**config.mk**
```make
export PLATFORM = sky130hd
export DESIGN_NAME = mfpm_top
export DESIGN_NICKNAME = d
export VERILOG_FILES = /design/src/verilog/mfpm_edge.v /design/src/verilog/mfpm_pin_sel.v /design/src/verilog/mfpm_top.v
export VERILOG_INCLUDE_DIRS = /design/src /design/src/verilog
export SDC_FILE = /design/constraint.sdc
export NUM_CORES = 1
export LEC_CHECK = 0
export BUFFER_PORTS_ARGS = -buffer_cell sky130_fd_sc_hd__buf_2
export CORE_ASPECT_RATIO = 0.5
export CORE_MARGIN = 2
export CORE_UTILIZATION = 55
export DETAILED_ROUTE_END_ITERATION = 8
export GPL_TIMING_DRIVEN = 0
export PLACE_DENSITY = 0.8
export RECOVER_POWER = 25
export SYNTH_ARGS = -nofsm -noshare
export SYNTH_HDL_FRONTEND = slang
export SYNTH_SLANG_ARGS = --single-unit
```
**constraint.sdc**
```tcl
create_clock -name ref_clk -period 6.1 [get_ports ref_clk]
set_input_delay 0.61 -clock ref_clk [delete_from_list [all_inputs] [get_ports ref_clk]]
set_output_delay 0.61 -clock ref_clk [all_outputs]
set_load 0.005 [all_outputs]
```
**src/verilog/mfpm_defs.vh**
```
// Summary of operation
// - Pin 8 digital input disabled after reset
// - Drive pin only when its enable set
// - Three-bit function select per pin
// - Pin 0 detects start-up config first
// - Pin 0 codes pick source, bit2 inverts
// - Pin 0 convertible by ADC while output
// - Pin 0 level always readable
// - Pin 0 is open drain, pulls low
// - Serial output drives last written level
// - Serial input exposes sampled pin level
// - Interrupt function routes controller output
// - ID pins set two identification bits
// - Step request advances sequencer one step
// - External PWM input passes to bridges
// - Converter status output drives pin
// - Master mode uses slave-control pin
// - Every digital output may be inverted
`ifndef MFPM_DEFS_VH
`define MFPM_DEFS_VH
`define MFPM_A_OE        4'h0
`define MFPM_A_LEVEL     4'h1
`define MFPM_A_INPUT     4'h2
`define MFPM_A_CDAC      4'h3
`define MFPM_A_ADC       4'h4
`define MFPM_A_STATUS    4'h5
`define MFPM_A_MODE_LO   4'h6
`define MFPM_A_MODE_HI   4'h7
`define MFPM_A_SPECIAL   4'h8
`define MFPM_CDAC_EN8    0
`define MFPM_ADC_START   5
`define MFPM_SP_ID       0
`define MFPM_SP_STEP     1
`define MFPM_SP_PWM      2
`define MFPM_SP_A2DO     3
`define MFPM_SP_MASTER   4
`define MFPM_PIN_ID1     9
`define MFPM_PIN_ID2     10
`define MFPM_PIN_STEP    12
`define MFPM_PIN_PWM     9
`define MFPM_PIN_A2DO    6
`define MFPM_PIN_SLAVE   5
`define MFPM_SRC_SERIAL  2'h0
`define MFPM_SRC_IRQ     2'h1
`define MFPM_SRC_AUX1    2'h2
`define MFPM_SRC_AUX2    2'h3
`endif

```
**src/verilog/mfpm_edge.v**
```verilog
`timescale 1ns/10ps
// Rising-edge pulse from a synchronous level
module mfpm_edge (
   ref_clk,
   sys_rst,
   level_in,
   pulse_out
);
   input  wire ref_clk;
   input  wire sys_rst;
   input  wire level_in;
   output wire pulse_out;

   reg prev_q;

   // Remember last level
   always @(posedge ref_clk or posedge sys_rst) begin
      if (sys_rst) prev_q <= 1'b0;
      else prev_q <= level_in;
   end

   assign pulse_out = level_in & ~prev_q;
endmodule // mfpm_edge

```
**src/verilog/mfpm_pin_sel.v**
```verilog
`timescale 1ns/10ps
`include "mfpm_defs.vh"
// Per-pin source selection with optional inversion
module mfpm_pin_sel (
   mode,
   serial_level,
   irq_in,
   aux1_in,
   aux2_in,
   level_out
);
   input  wire [2:0] mode;
   input  wire       serial_level;
   input  wire       irq_in;
   input  wire       aux1_in;
   input  wire       aux2_in;
   output reg        level_out;

   reg src;

   // Low bits pick source, top bit inverts
   always @* begin
      case (mode[1:0])
         `MFPM_SRC_SERIAL: src = serial_level;
         `MFPM_SRC_IRQ:    src = irq_in;
         `MFPM_SRC_AUX1:   src = aux1_in;
         default:          src = aux2_in;
      endcase
      level_out = src ^ mode[2];
   end
endmodule // mfpm_pin_sel

```
**src/verilog/mfpm_top.v**
```verilog
// Local design decisions: the register offsets and the strobed register port.
`timescale 1ns/10ps
`include "mfpm_defs.vh"
// General-purpose pin block: output mux, open-drain drive, input sampling
module mfpm_top #(
   parameter NPINS = 15
) (
   ref_clk,
   sys_rst,
   reg_addr,
   reg_wdata,
   reg_wr,
   reg_rd,
   reg_rdata,
   pin_in,
   pin_out,
   pin_oe,
   startup_active,
   irq_controller_output,
   aux_pulse_gen_one,
   aux_pulse_gen_two,
   converter_status_output,
   converter_busy,
   startup_config,
   id_strap_one,
   id_strap_two,
   step_pulse,
   ext_pwm_out,
   slave_ctrl_level,
   converter_channel_select,
   converter_start
);
   input  wire             ref_clk;
   input  wire             sys_rst;
   input  wire [3:0]       reg_addr;
   input  wire [31:0]      reg_wdata;
   input  wire             reg_wr;
   input  wire             reg_rd;
   output reg  [31:0]      reg_rdata;
   input  wire [NPINS-1:0] pin_in;
   output reg  [NPINS-1:0] pin_out;
   output reg  [NPINS-1:0] pin_oe;
   input  wire             startup_active;
   input  wire             irq_controller_output;
   input  wire             aux_pulse_gen_one;
   input  wire             aux_pulse_gen_two;
   input  wire             converter_status_output;
   input  wire             converter_busy;
   output reg              startup_config;
   output reg              id_strap_one;
   output reg              id_strap_two;
   output reg              step_pulse;
   output reg              ext_pwm_out;
   input  wire             slave_ctrl_level;
   output reg  [4:0]       converter_channel_select;
   output reg              converter_start;

   reg  [NPINS-1:0]   pin_output_enable_mask_q;
   reg  [NPINS-1:0]   serial_level_q;
   reg  [NPINS-1:0]   pin_sample_q;
   reg  [3*NPINS-1:0] pin_function_select_q;
   reg                pin8_digital_input_enable_q;
   reg  [4:0]         special_q;
   reg  [NPINS-1:0]   mux_level;
   reg  [NPINS-1:0]   pin_out_d;
   reg  [NPINS-1:0]   pin_oe_d;
   reg  [31:0]        rdata_d;
   wire [NPINS-1:0]   sel_level;
   wire               step_edge;

   // Register writes; reset clears enables and modes
   always @(posedge ref_clk or posedge sys_rst) begin
      if (sys_rst) begin
         pin_output_enable_mask_q    <= {NPINS{1'b0}};
         pin_function_select_q       <= {3*NPINS{1'b0}};
         serial_level_q              <= {NPINS{1'b1}};
         pin8_digital_input_enable_q <= 1'b0;
         special_q                   <= 5'h00;
         converter_channel_select    <= 5'h00;
         converter_start             <= 1'b0;
      end else begin
         converter_start <= 1'b0;
         if (reg_wr) begin
            case (reg_addr)
               `MFPM_A_OE:      pin_output_enable_mask_q <= reg_wdata[NPINS-1:0];
               `MFPM_A_LEVEL:   serial_level_q <= reg_wdata[NPINS-1:0];
               `MFPM_A_CDAC:    pin8_digital_input_enable_q <= reg_wdata[`MFPM_CDAC_EN8];
               `MFPM_A_ADC: begin
                  converter_channel_select <= reg_wdata[4:0];
                  converter_start          <= reg_wdata[`MFPM_ADC_START];
               end
               `MFPM_A_MODE_LO: pin_function_select_q[29:0]  <= reg_wdata[29:0];
               `MFPM_A_MODE_HI: pin_function_select_q[44:30] <= reg_wdata[14:0];
               `MFPM_A_SPECIAL: special_q <= reg_wdata[4:0];
               default: ;
            endcase
         end
      end
   end

   // One source selector per pin
   genvar gi;
   generate
      for (gi = 0; gi < NPINS; gi = gi + 1) begin : g_sel
         mfpm_pin_sel u_sel (
            .mode         (pin_function_select_q[3*gi+2:3*gi]),
            .serial_level (serial_level_q[gi]),
            .irq_in       (irq_controller_output),
            .aux1_in      (aux_pulse_gen_one),
            .aux2_in      (aux_pulse_gen_two),
            .level_out    (sel_level[gi])
         );
      end
   endgenerate

   // Special outputs override the selected source
   always @* begin
      mux_level = sel_level;
      if (special_q[`MFPM_SP_A2DO])
         mux_level[`MFPM_PIN_A2DO] = converter_status_output ^ pin_function_select_q[3*`MFPM_PIN_A2DO+2];
      if (special_q[`MFPM_SP_MASTER])
         mux_level[`MFPM_PIN_SLAVE] = slave_ctrl_level ^ pin_function_select_q[3*`MFPM_PIN_SLAVE+2];
   end

   // Open-drain drive: enable only when output enabled and level low
   always @* begin
      pin_out_d = {NPINS{1'b0}};
      pin_oe_d  = pin_output_enable_mask_q & ~mux_level;
      if (startup_active)
         pin_oe_d[0] = 1'b0;
   end

   always @(posedge ref_clk or posedge sys_rst) begin
      if (sys_rst) begin
         pin_out <= {NPINS{1'b0}};
         pin_oe  <= {NPINS{1'b0}};
      end else begin
         pin_out <= pin_out_d;
         pin_oe  <= pin_oe_d;
      end
   end

   // Sample every pin each cycle; pin 8 gated by its enable
   always @(posedge ref_clk or posedge sys_rst) begin
      if (sys_rst) pin_sample_q <= {NPINS{1'b0}};
      else begin
         pin_sample_q    <= pin_in;
         pin_sample_q[8] <= pin_in[8] & pin8_digital_input_enable_q;
      end
   end

   mfpm_edge u_step (
      .ref_clk   (ref_clk),
      .sys_rst   (sys_rst),
      .level_in  (pin_sample_q[`MFPM_PIN_STEP]),
      .pulse_out (step_edge)
   );

   // Special inputs: straps, step request, external PWM, start-up level
   always @(posedge ref_clk or posedge sys_rst) begin
      if (sys_rst) begin
         id_strap_one   <= 1'b0;
         id_strap_two   <= 1'b0;
         step_pulse     <= 1'b0;
         ext_pwm_out    <= 1'b0;
         startup_config <= 1'b0;
      end else begin
         if (special_q[`MFPM_SP_ID]) begin
            id_strap_one <= pin_sample_q[`MFPM_PIN_ID1];
            id_strap_two <= pin_sample_q[`MFPM_PIN_ID2];
         end
         step_pulse  <= step_edge & special_q[`MFPM_SP_STEP];
         ext_pwm_out <= pin_sample_q[`MFPM_PIN_PWM] & special_q[`MFPM_SP_PWM];
         if (startup_active)
            startup_config <= pin_sample_q[0];
      end
   end

   // Read mux
   always @* begin
      rdata_d = 32'h00000000;
      case (reg_addr)
         `MFPM_A_OE:      rdata_d[NPINS-1:0] = pin_output_enable_mask_q;
         `MFPM_A_LEVEL:   rdata_d[NPINS-1:0] = serial_level_q;
         `MFPM_A_INPUT:   rdata_d[NPINS-1:0] = pin_sample_q;
         `MFPM_A_CDAC:    rdata_d[0] = pin8_digital_input_enable_q;
         `MFPM_A_ADC:     rdata_d[4:0] = converter_channel_select;
         `MFPM_A_STATUS:  rdata_d[3:0] = {converter_busy, startup_config, id_strap_two, id_strap_one};
         `MFPM_A_MODE_LO: rdata_d[29:0] = pin_function_select_q[29:0];
         `MFPM_A_MODE_HI: rdata_d[14:0] = pin_function_select_q[44:30];
         `MFPM_A_SPECIAL: rdata_d[4:0] = special_q;
         default:         rdata_d = 32'h00000000;
      endcase
   end

   always @(posedge ref_clk or posedge sys_rst) begin
      if (sys_rst) reg_rdata <= 32'h00000000;
      else if (reg_rd) reg_rdata <= rdata_d;
      else reg_rdata <= 32'h00000000;
   end
endmodule // mfpm_top
```
==> reports/qor.csv, run 1 <==
stage,metric,value,unit
timing,Hold Fails Final Rpt,0,
drt,via-per-instance ratio,5.67,
place,routability cong.,0.992,
drt,Pre-Repair DR Iteration Count,6,
pwr,switching part of the total,25.2,%
clock_tree,postcts setup bufs,0,
outcome,violated checks,"max-capacitance violations, max-slew violations",
timing,Slew HR,-43.7,%
worst_hold_path,hold path depth,1,
pwr,Clk pwr share,38.9,%
flow_run,number of max-cap violations,1,
global_route,vias in the first global route,4579,
synth,Post-synth EDFFs,0,
critical_path,CP max stage delay,1.23,ns
timing,Clock Skews,0.00785,ns
place,placed cells,785,
pwr,Logic pwr share,16.7,%
floorplan,Die Width,162,µm
pwr,worst vdd ir,0.211,mV
synth,Netlist Area Pre-Place,0.00685,mm²
drt,Wirelength per Cell,20.3,µm
clock_tree,cts hold-fix bufs,0,
clock_tree,PostCTS Resize Cnt,0,
layout,post-route insts no fill,817,
critical_path,Crit Path Category,input port to asynchronous set/reset pin,
layout,Area Overhead vs Synth,22.4,%
pwr,cell-internal power,2.29,mW
timing,Max Fclk,0.507,GHz
drt,Post-DRT Antenna Nets,0,
floorplan,floorplan row count,28,
synth,ys async rst share,100,%
global_route,grt total ovfl,0,
pwr,Lkg Pwr,3.91,nW
drt,residual DRC count,0,
synth,"FF+latch count, synth",153,
critical_path,Buf/Inv on CP,3,
place,Port Buffers,113,
timing,Setup-failing EPs final,0,
global_route,total global-route track usage,25.8,%
critical_path,crit path max fanout,103,
synth,Post-Syn Area per Cell,14.0,µm²
place,Detailed Place HPWL,11800,µm
timing,RSZ-0062 raised after global routing,false,
floorplan,I/O pin total,135,
drt,DRT iter0 DRCs,493,
synth,register area share after synthesis,56.1,%
clock_tree,Root Driver,clkbuf_16,
timing,Final period util,32.4,%
clock_tree,clock buffer depth,2,
layout,Final Core Density,70.0,%
critical_path,endpoint type of the worst setup path,asynchronous set/reset pin,
global_route,wire length of the first global-routing pass,25900,µm
critical_path,"CP delay by family, top",buffers and inverters,
pwr,Switching Power,0.771,mW
layout,most frequent cells in the layout,"dfrtp_1, buf_2, mux2_2",
outcome,outcome,"finished, violations left",
clock_tree,"Clk Latency, worst-skew pair",0.42,ns
timing,post-route minimum period,1.97,ns
floorplan,starting density of the core,57.2,%
synth,cells after synthesis,490,
critical_path,CP cell instances,"clkbuf_1, clkinvlp_2, buf_16",
critical_path,Worst EP arrival,2.48,ns
critical_path,WP depth,3,
layout,Ant. Diodes,0,
critical_path,CP required,6.61,ns
clock_tree,H-tree Lvls,4,
drt,routed vias,4630,
synth,library cells used by synthesis,52,
critical_path,FF-to-FF path depth,4,
global_route,initial antenna violation count,0,
pwr,Power Total,3.07,mW
synth,"Primary FF master, synth",dfrtp_1,
layout,"commonest non-fill, non-tap cell in the layout",dfrtp_1,
pwr,sequential share of power,44.4,%
pwr,PD cells,365,mW/mm²
worst_hold_path,HP Class,input port to flop,
drt,Detailed Route WL,16600,µm
critical_path,"Slowest-stage cell, CP",clkinvlp_2,
layout,Post-layout nets,701,
clock_tree,CTS Buf Count,17,
clock_tree,Clock transition at path regs,0.06,ns
timing,Tightest Pin Transition,2.14,ns
layout,ratio of cells with drive above 1 in the final layout,49.2,%
critical_path,startpoint types,input port,
floorplan,core area,0.0120,mm²
synth,number of synthesis warnings,0,
clock_tree,clk sinks,153,
global_route,largest net degree at the start of global routing,104,
floorplan,Die Y,82.9,µm
timing,Final Max Tran Viols,51,
clock_tree,CTS tree,done,
floorplan,Die ar.,0.0134,mm²
[power by group through the flow]
stage / sequential [mW] / clock, mW / combinational (mW)
5_1_grt: 1.39 / 1.26 / 0.558
3_3_place_gp: 1.37 / 0 / 0.489
4_1_cts: 1.36 / 1.20 / 0.513
3_5_place_dp: 1.38 / 0 / 0.506
2_1_floorplan: 1.33 / 0 / 0.362
6_report: 1.36 / 1.19 / 0.512
[registers in the layout (all words and copies together), names as in the netlist, 5 cells and up]
signal,count
special_q,5
converter_channel_select,5
serial_level_q,15
pin_output_enable_mask_q,15
pin_function_select_q,45
pin_sample_q,15
pin_oe,15
reg_rdata,30
[synth_stat cells, types with 6 or more instances]
library cell,number,share of area [%]
mux4_2,6,2.0
dfstp_2,15,5.8
nor2_1,9,0.49
mux2_2,110,18
and2_1,30,2.7
dfrtp_1,138,50
a22o_1,6,0.77
a21oi_1,11,0.80
clkbuf_1,6,0.33
a22oi_1,11,1.2
a222oi_1,6,0.88
mux4_1,7,2.7
nor2b_1,9,0.82
buf_2,12,0.88
xnor2_1,12,1.5
nand2_1,15,0.82
buf_4,21,2.3
nor3b_1,6,0.66
[cells by family (layout without fill, tap and decap cells)]
logic type      count (synthesis)  after routing  share of synthesized area, %
compound gates                 54             54                          5.84
xor+xnor                       13             13                          1.66
buf+inv                        43            189                          3.94
flops                         153            153                          56.1
mux                           128            128                          23.5
other cells                     1             17                        0.0547
simple gates                   98             98                          8.84
[metrics by stage]
stage	worst slack, ns	instance area, µm²	TNS (ns)	hold WS, ns
after floorplan	1.39	6910	0	0.370
after global placement	-0.122	7690	-14.53	0.395
after detailed placement	3.85	7720	0	0.407
after CTS	4.27	8390	0	0.227
after global routing	3.79	8390	0	0.277
final	4.13	8390	0	0.295
[metal layers]
layer / part of all wire (%) / track usage (%) / vias up
li1: - / - / 2055
met1: 45 / 38.2 / 2339
met2: 44 / 37.2 / 216
met3: 9.3 / 8.09 / 20
met4: 1.0 / 6.84 / 0
met5: 0 / 0 / -
[final timing paths]
path / startpoint / endpoint / slack [ns]
min: pin_in[14] / pin_sample_q[14] / 0.30
max: sys_rst / serial_level_q[0] / 4.13
min reg2reg: u_step.prev_q / step_pulse / 0.44
max reg2reg: serial_level_q[6] / pin_oe[6] / 4.60
min in group asynchronous: sys_rst / reg_rdata[27] / 0.75
max in group ref_clk: reg_addr[3] / reg_rdata[0] / 4.23
[cell type report]
class | count | area [µm²]
Clock inverter | 14 | 244
Timing Repair Buffer | 114 | 592
Sequential cell | 153 | 3850
Buffer | 41 | 263
Inverter | 2 | 8.76
Tap cell | 165 | 206
Clock buffer | 18 | 429
Fill cell | 842 | 3590
Multi-Input combinational cell | 310 | 2800
No activity file was read; power rests on OpenSTA's default activity.
==> run 2, diff against run 1 <==
--- a/config.mk
+++ b/config.mk
@@ -6,6 +6,7 @@
 export SDC_FILE = /design/constraint.sdc
 export NUM_CORES = 1
 export LEC_CHECK = 0
+export ABC_AREA = 1
 export BUFFER_PORTS_ARGS = -buffer_cell sky130_fd_sc_hd__buf_2
 export CORE_ASPECT_RATIO = 0.5
 export CORE_MARGIN = 2
==> constraint.sdc (replaced) <==
create_clock -name ref_clk -period 2 [get_ports ref_clk]
set_input_delay 0.2 -clock ref_clk [delete_from_list [all_inputs] [get_ports ref_clk]]
set_output_delay 0.2 -clock ref_clk [all_outputs]
set_load 0.005 [all_outputs]
==> reports/qor.csv, run 2 <==
stage,metric,value,unit
outcome,outcome,"finished, final reports clean",
clock_tree,clock buffer depth,2,
pwr,Lkg Pwr,4.29,nW
synth,Netlist Area Pre-Place,0.00659,mm²
critical_path,crit path from,reg_addr[2],
synth,library cells used by synthesis,22,
synth,top-count cell post-synth,nand2_1,
clock_tree,CTS tree,done,
synth,"FF+latch count, synth",153,
critical_path,FF-to-FF path depth,4,
critical_path,worst setup path endpoint,reg_rdata[9],
layout,"commonest non-fill, non-tap cell in the layout",nand2_1,
synth,Post-synth EDFFs,0,
global_route,vias in the first global route,5781,
synth,number of synthesis warnings,0,
place,routability cong.,0.935,
place,placed cells,1067,
floorplan,core area,0.0117,mm²
clock_tree,Clock transition at path regs,0.06,ns
flow_run,number of max-cap violations,0,
drt,DRT iter0 DRCs,687,
floorplan,starting density of the core,56.2,%
layout,ratio of cells with drive above 1 in the final layout,21.4,%
timing,Final period util,74.1,%
drt,residual DRC count,0,
pwr,sequential share of power,47.7,%
drt,via-per-instance ratio,5.48,
layout,fin area,0.00822,mm²
timing,Final Max Tran Viols,0,
layout,post-route insts no fill,1114,
critical_path,reg2reg setup slack,0.69,ns
pwr,switching part of the total,30.4,%
timing,Max Fclk,0.675,GHz
synth,top post-synthesis cells by count,"nand2_1, dfrtp_1, nor2_1, o21ai_0, nand3_1",
critical_path,CP required,2.35,ns
global_route,total global-route track usage,30.7,%
worst_hold_path,HP Class,input port to flop,
clock_tree,"Clk Latency, worst-skew pair",0.43,ns
clock_tree,PostCTS Resize Cnt,0,
critical_path,crit path max fanout,10,
global_route,largest net degree at the start of global routing,44,
pwr,Power Total,8.49,mW
pwr,PD cells,1030,mW/mm²
floorplan,floorplan row count,28,
place,dpl ws,0.230,ns
pwr,cell-internal power,5.91,mW
critical_path,worst reg2reg startpoint,pin_function_select_q[9],
layout,Largest Register,pin_function_select_q,
timing,Hold Fails Final Rpt,0,
clock_tree,H-tree Lvls,4,
critical_path,startpoint types,input port,
drt,Detailed Route WL,19200,µm
place,Placed Area,0.00751,mm²
critical_path,CP cell instances,"buf_2, nor2_1, clkbuf_1, nand2_1, o21ai_0, nor2_1, nor2_1",
layout,max reg flops,45,
timing,Setup-failing EPs final,0,
synth,cells after synthesis,768,
synth,Post-Syn Area per Cell,8.58,µm²
critical_path,r2r endpoint,reg_rdata[9],
place,Detailed Place HPWL,13300,µm
place,Port Buffers,114,
timing,post-route minimum period,1.48,ns
global_route,initial antenna violation count,0,
synth,ys async rst share,100,%
pwr,Switching Power,2.58,mW
timing,Slew HR,49.2,%
layout,Area Overhead vs Synth,24.8,%
floorplan,Die ar.,0.0129,mm²
critical_path,Crit Path Category,input port to flop,
drt,routed vias,6100,
timing,total negative slack,0,ns
critical_path,CP max stage delay,0.57,ns
critical_path,Worst EP arrival,1.84,ns
synth,Area contributors post-synth,"dfrtp_1, nand2_1, o21ai_0",
global_route,wire length of the first global-routing pass,29700,µm
layout,Ant. Diodes,0,
drt,Pre-Repair DR Iteration Count,6,
floorplan,I/O pin total,135,
clock_tree,CTS Buf Count,17,
critical_path,endpoint type of the worst setup path,flop,
synth,Synth top area share,52.4,%
pwr,Logic pwr share,15.5,%
timing,Clock Skews,0.0101,ns
floorplan,Die Width,159,µm
layout,most frequent cells in the layout,"nand2_1, dfrtp_1, buf_2",
timing,Tightest Pin Transition,0.762,ns
synth,"Primary FF master, synth",dfrtp_1,
clock_tree,Root Driver,clkbuf_16,
layout,Top Registers,"pin_function_select_q (45), reg_rdata (30)",
floorplan,Die Y,81.4,µm
layout,Filler Cell Count,898,
timing,setup ws final,0.518,ns
pwr,worst vdd ir,0.539,mV
clock_tree,clk sinks,153,
critical_path,"Slowest-stage cell, CP",o21ai_0,
global_route,grt total ovfl,0,
critical_path,"most used cell, CP",nor2_1,
pwr,Clk pwr share,36.8,%
drt,Wirelength per Cell,17.2,µm
drt,Post-DRT Antenna Nets,0,
layout,Post-layout nets,998,
synth,register area share after synthesis,58.4,%
synth,Synth area leader,dfrtp_1,
timing,RSZ-0062 raised after global routing,false,
## run 2: cell type report
| class | count | area [µm²] | area share [%] |
|---|---|---|---|
| Clock inverter | 15 | 139 | 1.69 |
| Timing Repair Buffer | 133 | 801 | 9.74 |
| Multi-Input combinational cell | 524 | 2320 | 28.3 |
| Sequential cell | 153 | 3850 | 46.8 |
| Buffer | 45 | 248 | 3.01 |
| Inverter | 62 | 234 | 2.84 |
| Clock buffer | 17 | 425 | 5.17 |
| Tap cell | 165 | 206 | 2.51 |
## run 2: worst max-delay path, delay by kind of cell
kind | cells | cell delay [ns]
compound gates | 1 | 0.57
buf+inv | 2 | 0.56
simple gates | 4 | 0.51
## run 2: repair_timing
| action | 4_1_cts | 5_1_grt |
|---|---|---|
| buffers inserted | 0 | 0 |
| hold buffers | 15 | 0 |
| endpoints found under the setup margin | 0 | 0 |
| hold endpoints to repair | 22 | 0 |
## run 2: layer usage
metal  share of wire [%]  GRT usage [%]  vias to the layer above
met2                  45           49.0                      365
met3                  10           6.77                       53
li1                    -              -                     2783
met1                  43           42.3                     2899
met5                   0              0                        -
met4                 2.3           11.5                        0
## run 2: worst min path at each step
stage / startpoint / end / cells after the start
finish: startup_active / startup_config / 2
floorplan: pin_in[0] / pin_sample_q[0] / 0
detailed placement: sys_rst / reg_rdata[9] / 2
global placement: pin_in[4] / pin_sample_q[4] / 1
CTS: pin_in[8] / pin_sample_q[8] / 3
global route: pin_in[8] / pin_sample_q[8] / 3
## run 2: kinds of logic (layout without fill, tap and decap cells)
| logic type | count (synthesis) | count (layout) | share of synthesized area, % |
|---|---|---|---|
| AOI/OAI and AO/OA | 154 | 154 | 12.3 |
| buffers and inverters | 107 | 272 | 7.29 |
| DFF | 153 | 153 | 58.4 |
| other | 1 | 17 | 0.0569 |
| and+or+nand+nor | 353 | 353 | 22.0 |
## run 2: through the flow
stage / hold slack, ns / utilization, %
global route: 0.0106 / 70.1
detailed placement: 0.182 / 64.0
finish: 0.000775 / 70.1
CTS: 0.00519 / 70.1
floorplan: 0.231 / -
global placement: 0.308 / 63.3
## run 2: power groups by stage
stage | Clock, mW | Sequential (mW) | Combinational (mW)
after floorplan | 0 | 3.97 | 0.824
after global placement | 0 | 4.05 | 1.20
after detailed placement | 0 | 4.07 | 1.27
after CTS | 3.13 | 4.02 | 1.31
after global routing | 3.28 | 4.10 | 1.50
final | 3.12 | 4.05 | 1.32
==> run 3, diff against run 2 <==
--- a/config.mk
+++ b/config.mk
@@ -10,10 +10,10 @@
 export BUFFER_PORTS_ARGS = -buffer_cell sky130_fd_sc_hd__buf_2
 export CORE_ASPECT_RATIO = 0.5
 export CORE_MARGIN = 2
-export CORE_UTILIZATION = 55
+export CORE_UTILIZATION = 49
 export DETAILED_ROUTE_END_ITERATION = 8
 export GPL_TIMING_DRIVEN = 0
-export PLACE_DENSITY = 0.8
+export PLACE_DENSITY = 0.75
 export RECOVER_POWER = 25
 export SYNTH_ARGS = -nofsm -noshare
 export SYNTH_HDL_FRONTEND = slang
==> constraint.sdc (replaced) <==
create_clock -name ref_clk -period 1.3 [get_ports ref_clk]
set_input_delay 0.13 -clock ref_clk [delete_from_list [all_inputs] [get_ports ref_clk]]
set_output_delay 0.13 -clock ref_clk [all_outputs]
set_load 0.005 [all_outputs]
==> reports/qor.csv, run 3 (synthesized netlist as in run 2, its figures left out) <==
stage,metric,value,unit
outcome,outcome,"finished, final reports clean",
timing,RSZ-0062 raised after global routing,true,
layout,Top Registers,"pin_function_select_q (45), reg_rdata (30)",
critical_path,reg2reg setup slack,0.16,ns
worst_hold_path,HP Class,input port to flop,
floorplan,floorplan row count,29,
clock_tree,postcts setup bufs,0,
timing,WHS,0.00646,ns
timing,Final Max Tran Viols,0,
layout,Largest Register,pin_function_select_q,
global_route,initial antenna violation count,0,
floorplan,Die ar.,0.0145,mm²
critical_path,worst reg2reg startpoint,serial_level_q[0],
layout,Final Core Density,65.8,%
layout,max reg flops,45,
timing,Slew HR,41.2,%
clock_tree,CTS Buf Count,17,
floorplan,core area,0.0129,mm²
layout,Post-layout nets,1016,
place,placed cells,1072,
critical_path,endpoint type of the worst setup path,flop,
drt,Pre-Repair DR Iteration Count,6,
critical_path,CP required,1.58,ns
timing,Max Fclk,0.808,GHz
critical_path,startpoint types,input port,
layout,most frequent cells in the layout,"nand2_1, dfrtp_1, buf_2",
clock_tree,"Clk Latency, worst-skew pair",0.42,ns
floorplan,I/O pin total,135,
floorplan,starting density of the core,51.2,%
global_route,vias in the first global route,5783,
clock_tree,Root Driver,clkbuf_16,
global_route,largest net degree at the start of global routing,45,
drt,Detailed Route WL,19800,µm
worst_hold_path,HP Start,reg_wdata[11],
critical_path,FF-to-FF path depth,7,
critical_path,crit path max fanout,10,
timing,post-route minimum period,1.24,ns
pwr,Lkg Pwr,4.39,nW
layout,register area,0.00385,mm²
layout,post-route insts no fill,1137,
global_route,total global-route track usage,28.6,%
clock_tree,CTS tree,done,
timing,Hold Fails Final Rpt,0,
layout,"commonest non-fill, non-tap cell in the layout",nand2_1,
drt,DRT iter0 DRCs,653,
drt,residual DRC count,0,
clock_tree,H-tree Lvls,4,
global_route,grt total ovfl,0,
timing,total negative slack,0,ns
critical_path,Worst EP arrival,1.52,ns
clock_tree,Clock transition at path regs,0.06,ns
critical_path,r2r endpoint,pin_oe[0],
drt,Wirelength per Cell,17.4,µm
global_route,wire length of the first global-routing pass,30700,µm
floorplan,Die Width,168,µm
place,routability cong.,0.904,
critical_path,Crit Path Category,input port to flop,
layout,ratio of cells with drive above 1 in the final layout,21.1,%
place,Port Buffers,114,
clock_tree,clk sinks,153,
pwr,Power Total,13.6,mW
timing,Final period util,95.1,%
floorplan,Die Y,86.0,µm
timing,Clock Skews,0.00635,ns
layout,Filler Cell Count,1050,
worst_hold_path,hold path depth,3,
worst_hold_path,Hold Crit Endpoint,pin_function_select_q[11],
layout,Ant. Diodes,0,
place,Detailed Place HPWL,13400,µm
clock_tree,clock buffer depth,2,
flow_run,number of max-cap violations,0,
timing,Tightest Pin Transition,0.880,ns
layout,multi-input logic area,0.00232,mm²
drt,Post-DRT Antenna Nets,0,
timing,Setup-failing EPs final,0,
pwr,worst vdd ir,0.832,mV
drt,routed vias,6115,
drt,via-per-instance ratio,5.38,
pwr,PD cells,1610,mW/mm²
layout,Area Overhead vs Synth,28.7,%
run 3: cell types whose count changed in the layout (fill, tap and decap cells not counted), sizes merged:
| cell | change |
|---|---|
| inv | -6 |
| clkinvlp | +1 |
| dlygate4sd3 | +18 |
| bufinv | +3 |
| buf | +1 |
| clkinv | +1 |
run 3: layout make-up:
type / instances / area share, %
Clock buffer: 18 / 5.18
Inverter: 62 / 2.76
Sequential cell: 153 / 45.4
Clock inverter: 14 / 2.32
Tap cell: 170 / 2.51
Multi-Input combinational cell: 524 / 27.4
Timing Repair Buffer: 151 / 11.6
Buffer: 45 / 2.95
run 3: through the flow:
stage / instance area, µm² / setup slack [ns]
final: 8480 / 0.0631
after global placement: 7440 / -1.63
after global routing: 8480 / -0.0158
after floorplan: 6660 / -0.749
after CTS: 8490 / 0.0959
after detailed placement: 7530 / -0.337
run 3: repair_timing:
item,4_1_cts,5_1_grt
resized for setup,0,5
setup endpoints to repair,0,6
hold buffers,33,0
hold endpoints to repair,53,0
run 3: worst max-delay path by stage:
stage | start | endpoint | slack [ns] | cells past startpoint
after detailed placement | reg_addr[2] | reg_rdata[9] | -0.34 | 7
after CTS | reg_addr[2] | reg_rdata[9] | 0.1 | 7
final | reg_addr[1] | pin_output_enable_mask_q[6] | 0.06 | 8
after floorplan | sys_rst | converter_channel_select[0] | -0.75 | 1
after global placement | sys_rst | reg_rdata[1] | -1.63 | 2
after global routing | reg_addr[1] | pin_output_enable_mask_q[2] | -0.02 | 8
run 3: metal layers:
layer / wire [µm] / GRT usage [%] / up-vias
li1: - / - / 2825
met1: 8570 / 38.5 / 2920
met2: 9000 / 45.6 / 342
met3: 1990 / 9.60 / 28
met4: 244 / 6.40 / 0
met5: 0 / 0 / -
run 3: worst max-delay path, stage by stage:
cell	delay [ns]
buf_2	0.13
inv_1	0.13
nand2_1	0.10
nor2_1	0.29
nand2_1	0.14
buf_1	0.34
nand2_1	0.15
o21ai_0	0.11
run 3: power by group:
| part | internal, mW | leakage (nW) | total [mW] | switching (mW) |
|---|---|---|---|---|
| Sequential | 5.58 | 1.90 | 6.24 | 0.662 |
| Clock | 3.27 | 0.302 | 5.32 | 2.04 |
| Combinational | 0.878 | 2.19 | 2.06 | 1.18 |
| Total | 9.73 | 4.39 | 13.6 | 3.89 |
